--- src/pmc_pkg.sv ---
// package for the power-mode controller: modes, power-domain bundle and timing constants
package pmc_pkg;
	// power modes, also the state encoding of the controller
	typedef enum logic [2:0] {
		PM_ACTIVE,
		PM_MODEM_SLEEP,
		PM_LIGHT_SLEEP,
		PM_DEEP_SLEEP,
		PM_HIBERNATE
	} pmc_mode_e;
	// sleep pattern selection
	typedef enum logic [1:0] {
		PAT_NONE,
		PAT_ASSOC,
		PAT_SENSOR
	} pmc_pattern_e;
	// cpu clock speed setting while in modem-sleep
	typedef enum logic [1:0] {
		CPU_MAX,
		CPU_NORMAL,
		CPU_SLOW
	} pmc_speed_e;
	// one enable per power or clock domain
	typedef struct packed {
		logic cpuRun;
		logic radioOn;
		logic basebandOn;
		logic aonMemOn;
		logic aonPeriphOn;
		logic recoveryMemOn;
		logic coprocOn;
		logic fastOscOn;
		logic slowTimerOn;
		logic aonPinsOn;
		logic serialPeriphOn;
	} pmc_domains_s;
	// wake sources
	typedef struct packed {
		logic mac;
		logic host;
		logic aonTimer;
		logic extIrq;
		logic coproc;
		logic aonPin;
	} pmc_wake_s;
	// cpu clock frequencies in MHz, published with the speed setting
	localparam logic [7:0] CPU_MAX_MHZ = 8'hf0;
	localparam logic [7:0] CPU_NORMAL_MHZ = 8'h50;
	localparam logic [7:0] CPU_SLOW_MHZ = 8'h02;
	// load thresholds in percent that pick the speed
	localparam logic [6:0] LOAD_HIGH = 7'h46;
	localparam logic [6:0] LOAD_LOW = 7'h0a;
	// converter duty: on for ADC_ON_CNT out of ADC_PERIOD_CNT slow ticks (1 %)
	localparam logic [6:0] ADC_PERIOD_CNT = 7'h64;
	localparam logic [6:0] ADC_ON_CNT = 7'h01;
	// clock rate and the slow tick period
	localparam int MCLK_HZ = 20000000;
	localparam int SLOW_TICK_NS = 1000;
	localparam int SLOW_TICK_CYC = (SLOW_TICK_NS * (MCLK_HZ / 1000000)) / 1000;
	// association pattern timing in slow ticks
	localparam logic [15:0] ASSOC_SLEEP_TICKS = 16'h0064;
	localparam logic [15:0] ASSOC_AWAKE_TICKS = 16'h000a;
endpackage

--- src/pmc_power_mode_controller.sv ---
// power-mode controller: domain enables, sleep entry, wake-up and sleep patterns
// How it works
// - active powers radio, cpu, always-on, coprocessor
// - modem-sleep runs cpu, radio and baseband off
// - light-sleep pauses cpu, always-on keeps running
// - mac, host, timer or irq wake resumes from light-sleep
// - deep-sleep keeps always-on memory, peripherals, recovery memory, slow timer, pins
// - hibernate: fast osc, coprocessor, recovery memory off
// - hibernate exits on timer or enabled pin
// - association pattern steps modem, light, then active
// - sensor pattern: cpu deep-sleeps, coprocessor wakes
// - converter runs at one percent duty
// - lan enabled toggles active and modem-sleep
// - modem-sleep cpu speed follows load
// - deep-sleep with coprocessor keeps pins, serial
`timescale 1ns/1ps
module pmc_power_mode_controller #(
	parameter int TICK_CYC = pmc_pkg::SLOW_TICK_CYC,
	parameter int AON_PINS = 4
) (
	input wire logic mclk,
	input wire logic rst_n,
	input wire logic powerUpPin,
	input wire logic modeReqValid,
	input wire pmc_pkg::pmc_mode_e modeReq,
	input wire pmc_pkg::pmc_pattern_e patternSel,
	input wire logic lanEnable,
	input wire logic lanTraffic,
	input wire logic [6:0] cpuLoad,
	input wire logic periphFastNeed,
	input wire logic coprocEnable,
	input wire logic [15:0] hibTimerTicks,
	input wire pmc_pkg::pmc_wake_s wakeIn,
	input wire logic [AON_PINS-1:0] aonPinWake,
	input wire logic [AON_PINS-1:0] aonPinEnable,
	output pmc_pkg::pmc_domains_s domains,
	output pmc_pkg::pmc_mode_e currentMode,
	output pmc_pkg::pmc_speed_e cpuSpeed,
	output logic [7:0] cpuMhz,
	output logic adcEnable,
	output logic chipPoweredOff
);
	// three-stage synchronisers for pin inputs
	logic [2:0] puSync;
	logic [AON_PINS-1:0] pinS1;
	logic [AON_PINS-1:0] pinS2;
	logic [AON_PINS-1:0] pinS3;
	logic puStable;
	logic [AON_PINS-1:0] pinStable;
	logic [AON_PINS-1:0] next_pinStable;
	logic next_puStable;
	// slow tick divider
	logic [15:0] divCnt;
	logic [15:0] next_divCnt;
	logic tick;
	// mode state and counters
	pmc_pkg::pmc_mode_e mode;
	pmc_pkg::pmc_mode_e next_mode;
	logic [15:0] timer;
	logic [15:0] next_timer;
	logic [6:0] adcCnt;
	logic [6:0] next_adcCnt;
	logic offState;
	logic next_offState;
	pmc_pkg::pmc_speed_e next_cpuSpeed;
	pmc_pkg::pmc_domains_s next_domains;
	logic [7:0] next_cpuMhz;
	logic next_adcEnable;
	logic anyWake;
	logic pinWake;

	// synchroniser chain; first stage read only by the second
	always_ff @(posedge mclk) begin
		if (!rst_n) begin
			puSync <= 3'h0;
			pinS1 <= '0;
			pinS2 <= '0;
			pinS3 <= '0;
			puStable <= 1'b0;
			pinStable <= '0;
		end else begin
			puSync <= {puSync[1:0], powerUpPin};
			pinS1 <= aonPinWake;
			pinS2 <= pinS1;
			pinS3 <= pinS2;
			puStable <= next_puStable;
			pinStable <= next_pinStable;
		end
	end

	// a level change counts once stages two and three agree
	always_comb begin
		next_puStable = puStable;
		if (puSync[1] == puSync[2]) begin
			next_puStable = puSync[2];
		end
		next_pinStable = (pinS2 & pinS3) | (pinStable & (pinS2 | pinS3));
	end

	// slow tick: one-cycle enable from a divider
	always_comb begin
		tick = (divCnt == 16'(TICK_CYC - 1));
		next_divCnt = tick ? 16'h0000 : divCnt + 16'h0001;
	end

	always_ff @(posedge mclk) begin
		if (!rst_n) begin
			divCnt <= 16'h0000;
		end else begin
			divCnt <= next_divCnt;
		end
	end

	// wake conditions; only enabled always-on pins count
	always_comb begin
		pinWake = |(pinStable & aonPinEnable);
		anyWake = wakeIn.mac | wakeIn.host | wakeIn.aonTimer | wakeIn.extIrq;
	end

	// mode sequencer
	always_comb begin
		next_mode = mode;
		next_timer = timer;
		next_offState = !puStable;
		if (tick && timer != 16'h0000) begin
			next_timer = timer - 16'h0001;
		end
		case (mode)
			pmc_pkg::PM_ACTIVE: begin
				if (modeReqValid && modeReq != pmc_pkg::PM_ACTIVE) begin
					// sleep entry by software request, or modem-sleep when the lan idles
					next_mode = modeReq;
					next_timer = (modeReq == pmc_pkg::PM_HIBERNATE) ? hibTimerTicks : pmc_pkg::ASSOC_SLEEP_TICKS;
				end else if (lanEnable && !lanTraffic) begin
					// idle lan link drops the radio
					next_mode = pmc_pkg::PM_MODEM_SLEEP;
				end
			end
			pmc_pkg::PM_MODEM_SLEEP: begin
				if (modeReqValid && modeReq != pmc_pkg::PM_MODEM_SLEEP) begin
					next_mode = modeReq;
					next_timer = (modeReq == pmc_pkg::PM_HIBERNATE) ? hibTimerTicks : pmc_pkg::ASSOC_SLEEP_TICKS;
				end else if (lanEnable && lanTraffic) begin
					next_mode = pmc_pkg::PM_ACTIVE;
				end else if (patternSel == pmc_pkg::PAT_ASSOC && !lanEnable) begin
					// between beacons drop to light-sleep
					next_mode = pmc_pkg::PM_LIGHT_SLEEP;
					next_timer = pmc_pkg::ASSOC_SLEEP_TICKS;
				end
			end
			pmc_pkg::PM_LIGHT_SLEEP: begin
				if (anyWake) begin
					next_mode = pmc_pkg::PM_ACTIVE;
				end else if (patternSel == pmc_pkg::PAT_ASSOC && timer == 16'h0000) begin
					// predetermined interval: wake cpu and radio
					next_mode = pmc_pkg::PM_ACTIVE;
					next_timer = pmc_pkg::ASSOC_AWAKE_TICKS;
				end
			end
			pmc_pkg::PM_DEEP_SLEEP: begin
				// in the sensor pattern only the coprocessor wakes the system
				if (wakeIn.coproc && coprocEnable) begin
					next_mode = pmc_pkg::PM_ACTIVE;
				end else if (patternSel != pmc_pkg::PAT_SENSOR && (wakeIn.aonTimer || pinWake)) begin
					next_mode = pmc_pkg::PM_ACTIVE;
				end
			end
			pmc_pkg::PM_HIBERNATE: begin
				if ((tick && timer == 16'h0001) || pinWake) begin
					next_mode = pmc_pkg::PM_ACTIVE;
				end
			end
			default: begin
				next_mode = pmc_pkg::PM_ACTIVE;
			end
		endcase
		if (!puStable) begin
			// powered off: restart in active once the pin rises
			next_mode = pmc_pkg::PM_ACTIVE;
		end
	end

	always_ff @(posedge mclk) begin
		if (!rst_n) begin
			mode <= pmc_pkg::PM_ACTIVE;
			timer <= 16'h0000;
			offState <= 1'b1;
		end else begin
			mode <= next_mode;
			timer <= next_timer;
			offState <= next_offState;
		end
	end

	// domain enables and speed from the next mode, registered below
	always_comb begin
		next_domains = '0;
		next_cpuSpeed = pmc_pkg::CPU_MAX;
		next_cpuMhz = pmc_pkg::CPU_MAX_MHZ;
		case (next_mode)
			pmc_pkg::PM_ACTIVE: begin
				next_domains = '1;
			end
			pmc_pkg::PM_MODEM_SLEEP: begin
				next_domains = '1;
				next_domains.radioOn = 1'b0;
				next_domains.basebandOn = 1'b0;
				// speed follows load; fast peripherals keep normal at least
				if (cpuLoad >= pmc_pkg::LOAD_HIGH) begin
					next_cpuSpeed = pmc_pkg::CPU_MAX;
					next_cpuMhz = pmc_pkg::CPU_MAX_MHZ;
				end else if (cpuLoad > pmc_pkg::LOAD_LOW || periphFastNeed) begin
					next_cpuSpeed = pmc_pkg::CPU_NORMAL;
					next_cpuMhz = pmc_pkg::CPU_NORMAL_MHZ;
				end else begin
					next_cpuSpeed = pmc_pkg::CPU_SLOW;
					next_cpuMhz = pmc_pkg::CPU_SLOW_MHZ;
				end
			end
			pmc_pkg::PM_LIGHT_SLEEP: begin
				next_domains = '1;
				next_domains.cpuRun = 1'b0;
				next_domains.radioOn = 1'b0;
				next_domains.basebandOn = 1'b0;
			end
			pmc_pkg::PM_DEEP_SLEEP: begin
				// link state survives in always-on memory
				next_domains.aonMemOn = 1'b1;
				next_domains.aonPeriphOn = 1'b1;
				next_domains.recoveryMemOn = 1'b1;
				next_domains.slowTimerOn = 1'b1;
				next_domains.aonPinsOn = 1'b1;
				next_domains.coprocOn = coprocEnable;
				next_domains.serialPeriphOn = coprocEnable;
			end
			pmc_pkg::PM_HIBERNATE: begin
				// fast osc, coprocessor, recovery memory stay off
				next_domains.slowTimerOn = 1'b1;
				next_domains.aonPinsOn = 1'b1;
			end
			default: begin
				next_domains = '0;
			end
		endcase
		if (!puStable) begin
			next_domains = '0;
			next_cpuMhz = 8'h00;
		end
		if (next_domains.cpuRun == 1'b0) begin
			next_cpuMhz = 8'h00;
		end
	end

	// converter duty counter, one on-tick every hundred
	always_comb begin
		next_adcCnt = adcCnt;
		next_adcEnable = 1'b0;
		if (mode == pmc_pkg::PM_DEEP_SLEEP && patternSel == pmc_pkg::PAT_SENSOR && coprocEnable) begin
			if (tick) begin
				next_adcCnt = (adcCnt == pmc_pkg::ADC_PERIOD_CNT - 7'h01) ? 7'h00 : adcCnt + 7'h01;
			end
			next_adcEnable = (next_adcCnt < pmc_pkg::ADC_ON_CNT);
		end else begin
			next_adcCnt = 7'h00;
		end
	end

	// outputs registered
	always_ff @(posedge mclk) begin
		if (!rst_n) begin
			domains <= '0;
			cpuSpeed <= pmc_pkg::CPU_MAX;
			cpuMhz <= 8'h00;
			adcCnt <= 7'h00;
			adcEnable <= 1'b0;
		end else begin
			domains <= next_domains;
			cpuSpeed <= next_cpuSpeed;
			cpuMhz <= next_cpuMhz;
			adcCnt <= next_adcCnt;
			adcEnable <= next_adcEnable;
		end
	end

	// mode reported for software confirmation
	assign currentMode = mode;
	assign chipPoweredOff = offState;
endmodule

--- config.mk ---
export PLATFORM = sky130hd
export DESIGN_NAME = pmc_power_mode_controller
export DESIGN_NICKNAME = d
export VERILOG_FILES = /design/src/pmc_pkg.sv /design/src/pmc_power_mode_controller.sv
export SDC_FILE = /design/constraint.sdc
export NUM_CORES = 1
export LEC_CHECK = 0
export ABC_AREA = 0
export BUFFER_PORTS_ARGS = -buffer_cell sky130_fd_sc_hd__buf_4
export CAP_MARGIN = 20
export CORE_UTILIZATION = 45
export DETAILED_ROUTE_END_ITERATION = 10
export PLACE_DENSITY = 0.74
export REMOVE_ABC_BUFFERS = 1
export SLEW_MARGIN = 20
export SYNTH_ARGS = -nofsm -noshare
export SYNTH_HDL_FRONTEND = slang
export SYNTH_SLANG_ARGS = --single-unit
--- constraint.sdc ---
create_clock -name mclk -period 2.3 [get_ports mclk]
set_input_delay 0.115 -clock mclk [delete_from_list [all_inputs] [get_ports mclk]]
set_output_delay 0.115 -clock mclk [all_outputs]
set_load 0.03 [all_outputs]
==> out/metrics.cfg <==
[status]
outcome=complete, but fails checks
violations=negative setup slack

[clocking]
htreeDepth=3
clkTransAtPathRegs_ns=0.09
cts.path.max_buffers=2
numCtsBuffers=9
cts_tree=built
clock_latency_ns=0.35
cts.sinks=75
clock_tree.root_cell=clkbuf_8

[placed_design]
dpl_worst_slack_ns=-0.2603
placed_area_sq_um=4626
routabilityCongestion=0.8494
io_buffers=71
hpwl_um=6635

[die]
io_pins=76
dieArea_sq_um=8634
fp.dieW_um=92.92
start_util_pct=47.40
die_y_um=92.92
fp-row-count=32
placeableCoreArea_sq_um=7848

[worst_setup_path]
regToRegSetupSlack_ns=-0.21
crit_slowest_cell=or4_4
arrival_ns=2.75
timing.rr.end=timer[4]
startpoint=divCnt[11]
r2r-start=divCnt[11]
cp-endpoint=timer[4]
crit_cells=8
start_kind=register
end_kind=register
cp_data_required_time_ns=2.55
path_delay_family=simple AND/OR/NAND/NOR gates
slowest_delay_ns=0.61
crit_fanout=7
crit_chain=or4_4 > or4_4 > buf_6 > buf_6 > a311oi_4 > nand2_1 > xor2_1 > o21ai_1
critical_path_class=register to register
cp_num_buf_inv=2
reg2regPathDepth=8

[detailed_routing]
drt-total-wl_um=9910
drtPass1Iterations=5
antenna_left=0
via_per_inst=5.376
drc=0
num_vias=3677
drt_iter0_drc=194
wl_per_cell_um=14.49

[timing]
skew_ns=0.007207
finalSetupViolCount=27
tightest_slew_ns=0.6957
final-hold-violation-count=0
slew_viol_final=0
min_period_ns=2.507
setup_tns_ns=-3.559
fmax_mhz=398.9
relSlewSlack_pct=53.19
fin_ws_ns=-0.2071
post-route-period-util_pct=109.0
grt_setup_unrepaired=yes

[synth]
async_reset_ff_share_pct=0
syn_avg_cell_area_sq_um=8.435
ys_seq_area_share_pct=40.36
synth_area_leader_cell=dfxtp_1
post-synth-top-area-fraction_pct=40.36
synth_ff_type=dfxtp_1
synth.distinct_cells=61
ys_ff_latch=75
syn_inst=441
yosys-top-cells-area=dfxtp_1 40%, nand2_1 4.8%, xor2_1 4.7%
synth-edff-count=0
ys.warnings.count=0
syn_area_sq_um=3720

[global_route]
grt_max_degree=41
antenna_found_initial=0
grt_pass1_wl_um=15760
overflow=0
grt_util_all_layers_pct=23.13
grt_pass1_vias=3438

[finish]
drive_gt1_share_pct=35.22
fin_area_sq_um=5421
num_antenna_cells=0
syn_to_final_growth_pct=45.75
final_nets=632

[worst_hold_path]
hp-class=input pin to register

[job]
cap_violations=0

[power]
vdd_drop_max_mv=0.3611
powerDensity_nw_per_um2=491.0
p_leak_nw=2.191

==> how the worst min path moves through the flow <==
stage | startpoint | to | slack (ns) | depth (start not counted)
6_report | hibTimerTicks[7] | timer[7] | 0.02 | 3
5_1_grt | hibTimerTicks[7] | timer[7] | 0.02 | 3
4_1_cts | hibTimerTicks[7] | timer[7] | 0.008 | 3
3_5_place_dp | hibTimerTicks[9] | timer[9] | 0.32 | 3
3_3_place_gp | hibTimerTicks[11] | timer[11] | 0.32 | 3
2_1_floorplan | hibTimerTicks[15] | timer[15] | 0.23 | 2
==> synth_stat cells, types with 7 or more instances <==
cell       n
or4_1      9
nor2_1    41
buf_4     10
and2_1    24
dfxtp_1   75
nor3_1    13
o21ai_0   21
nand3_1   11
and3_1    10
nand2_1   48
xnor2_1   11
a21oi_1   17
nand4_1    7
inv_1      7
o21ai_1   10
xor2_1    20
clkbuf_1  14
==> layout by cell type (no fill, tap or decap), types with 4 or more instances in the layout <==
master,synthesis,routed
dfxtp_1,75,70
nand3_1,11,10
and3_1,10,10
o21ai_1,10,10
a21oi_1,17,14
nor3_1,13,9
a21boi_0,6,6
inv_1,7,7
clkbuf_8,0,9
dlygate4sd3_1,0,15
o21ai_0,21,20
nand2b_1,4,4
xnor2_1,11,11
nor2_1,41,40
buf_4,10,121
nor2b_1,6,5
nand2_1,48,46
dfxtp_2,0,5
buf_6,1,15
or3_4,2,4
or4_1,9,4
and2_1,24,22
or4_4,1,6
or3_1,6,4
nand4_1,7,7
xor2_1,20,20
ha_1,5,4
==> layout make-up <==
class / instances / area, sq um
fill: 612 / 2426
multi-input combinational: 332 / 2331
sequential: 75 / 1508
timing repair buffer: 152 / 1247
tap: 102 / 127.6
clock buffer: 9 / 123.9
clock inverter: 7 / 57.56
inverter: 7 / 26.28
==> power by group <==
group	internal, mW	switching, mW	total, mW
registers	1.32	0.0160	1.34
clock network	0.408	0.546	0.954
logic	0.197	0.173	0.370
==> registers in the layout, summed over array words and instances (netlist names), 4 cells and up <==
register and count:
domains 6, divCnt 16, pinStable 4, pinS3 4, pinS1 4, pinS2 4, timer 16, adcCnt 7
==> routing by layer <==
layer  vias to the layer above  GRT usage, %  wire length (um)
met3                        13         4.516               608
li1                       1823             -                 -
met2                       134         39.28              4956
met4                         0         7.949               141
met1                      1707         29.09              4203
met5                         -             0                 0
==> timing repair <==
action / CTS / global route
hold buffers: 15 / 0
gates resized for setup: 29 / 45
pin swaps: 18 / 28
setup buffers: 7 / 8
setup endpoints to repair: 28 / 31
endpoints found under the hold margin: 15 / 0
cloned: 0 / 0
==> logic make-up after synthesis <==
logic type      share of synthesized area [%]
compound gates                          14.83
xor+xnor                                7.299
fa+ha+maj                               1.682
buf+inv                                 4.944
flops                                   40.36
mux                                    0.5718
other cells                            0.1008
simple gates                            30.20
==> tightest hold or removal path, delay by kind of cell <==
family	cells	cell delay, ns
AND/OR/NAND/NOR	1	0.05
AO/OA/AOI/OAI	1	0.05
buffers and inverters	1	0.12
==> through the flow <==
step	hold slack, ns	instances	util (%)	power [mW]
global placement	0.3201	638	58.94	1.629
detailed placement	0.3205	638	58.94	1.636
CTS	0.007846	676	65.63	2.625
global route	0.02389	684	69.08	2.782
floorplan	0.2276	414	-	1.473
finish	0.02109	684	69.08	2.662
Note: power is estimated with default switching activity, not from simulation.
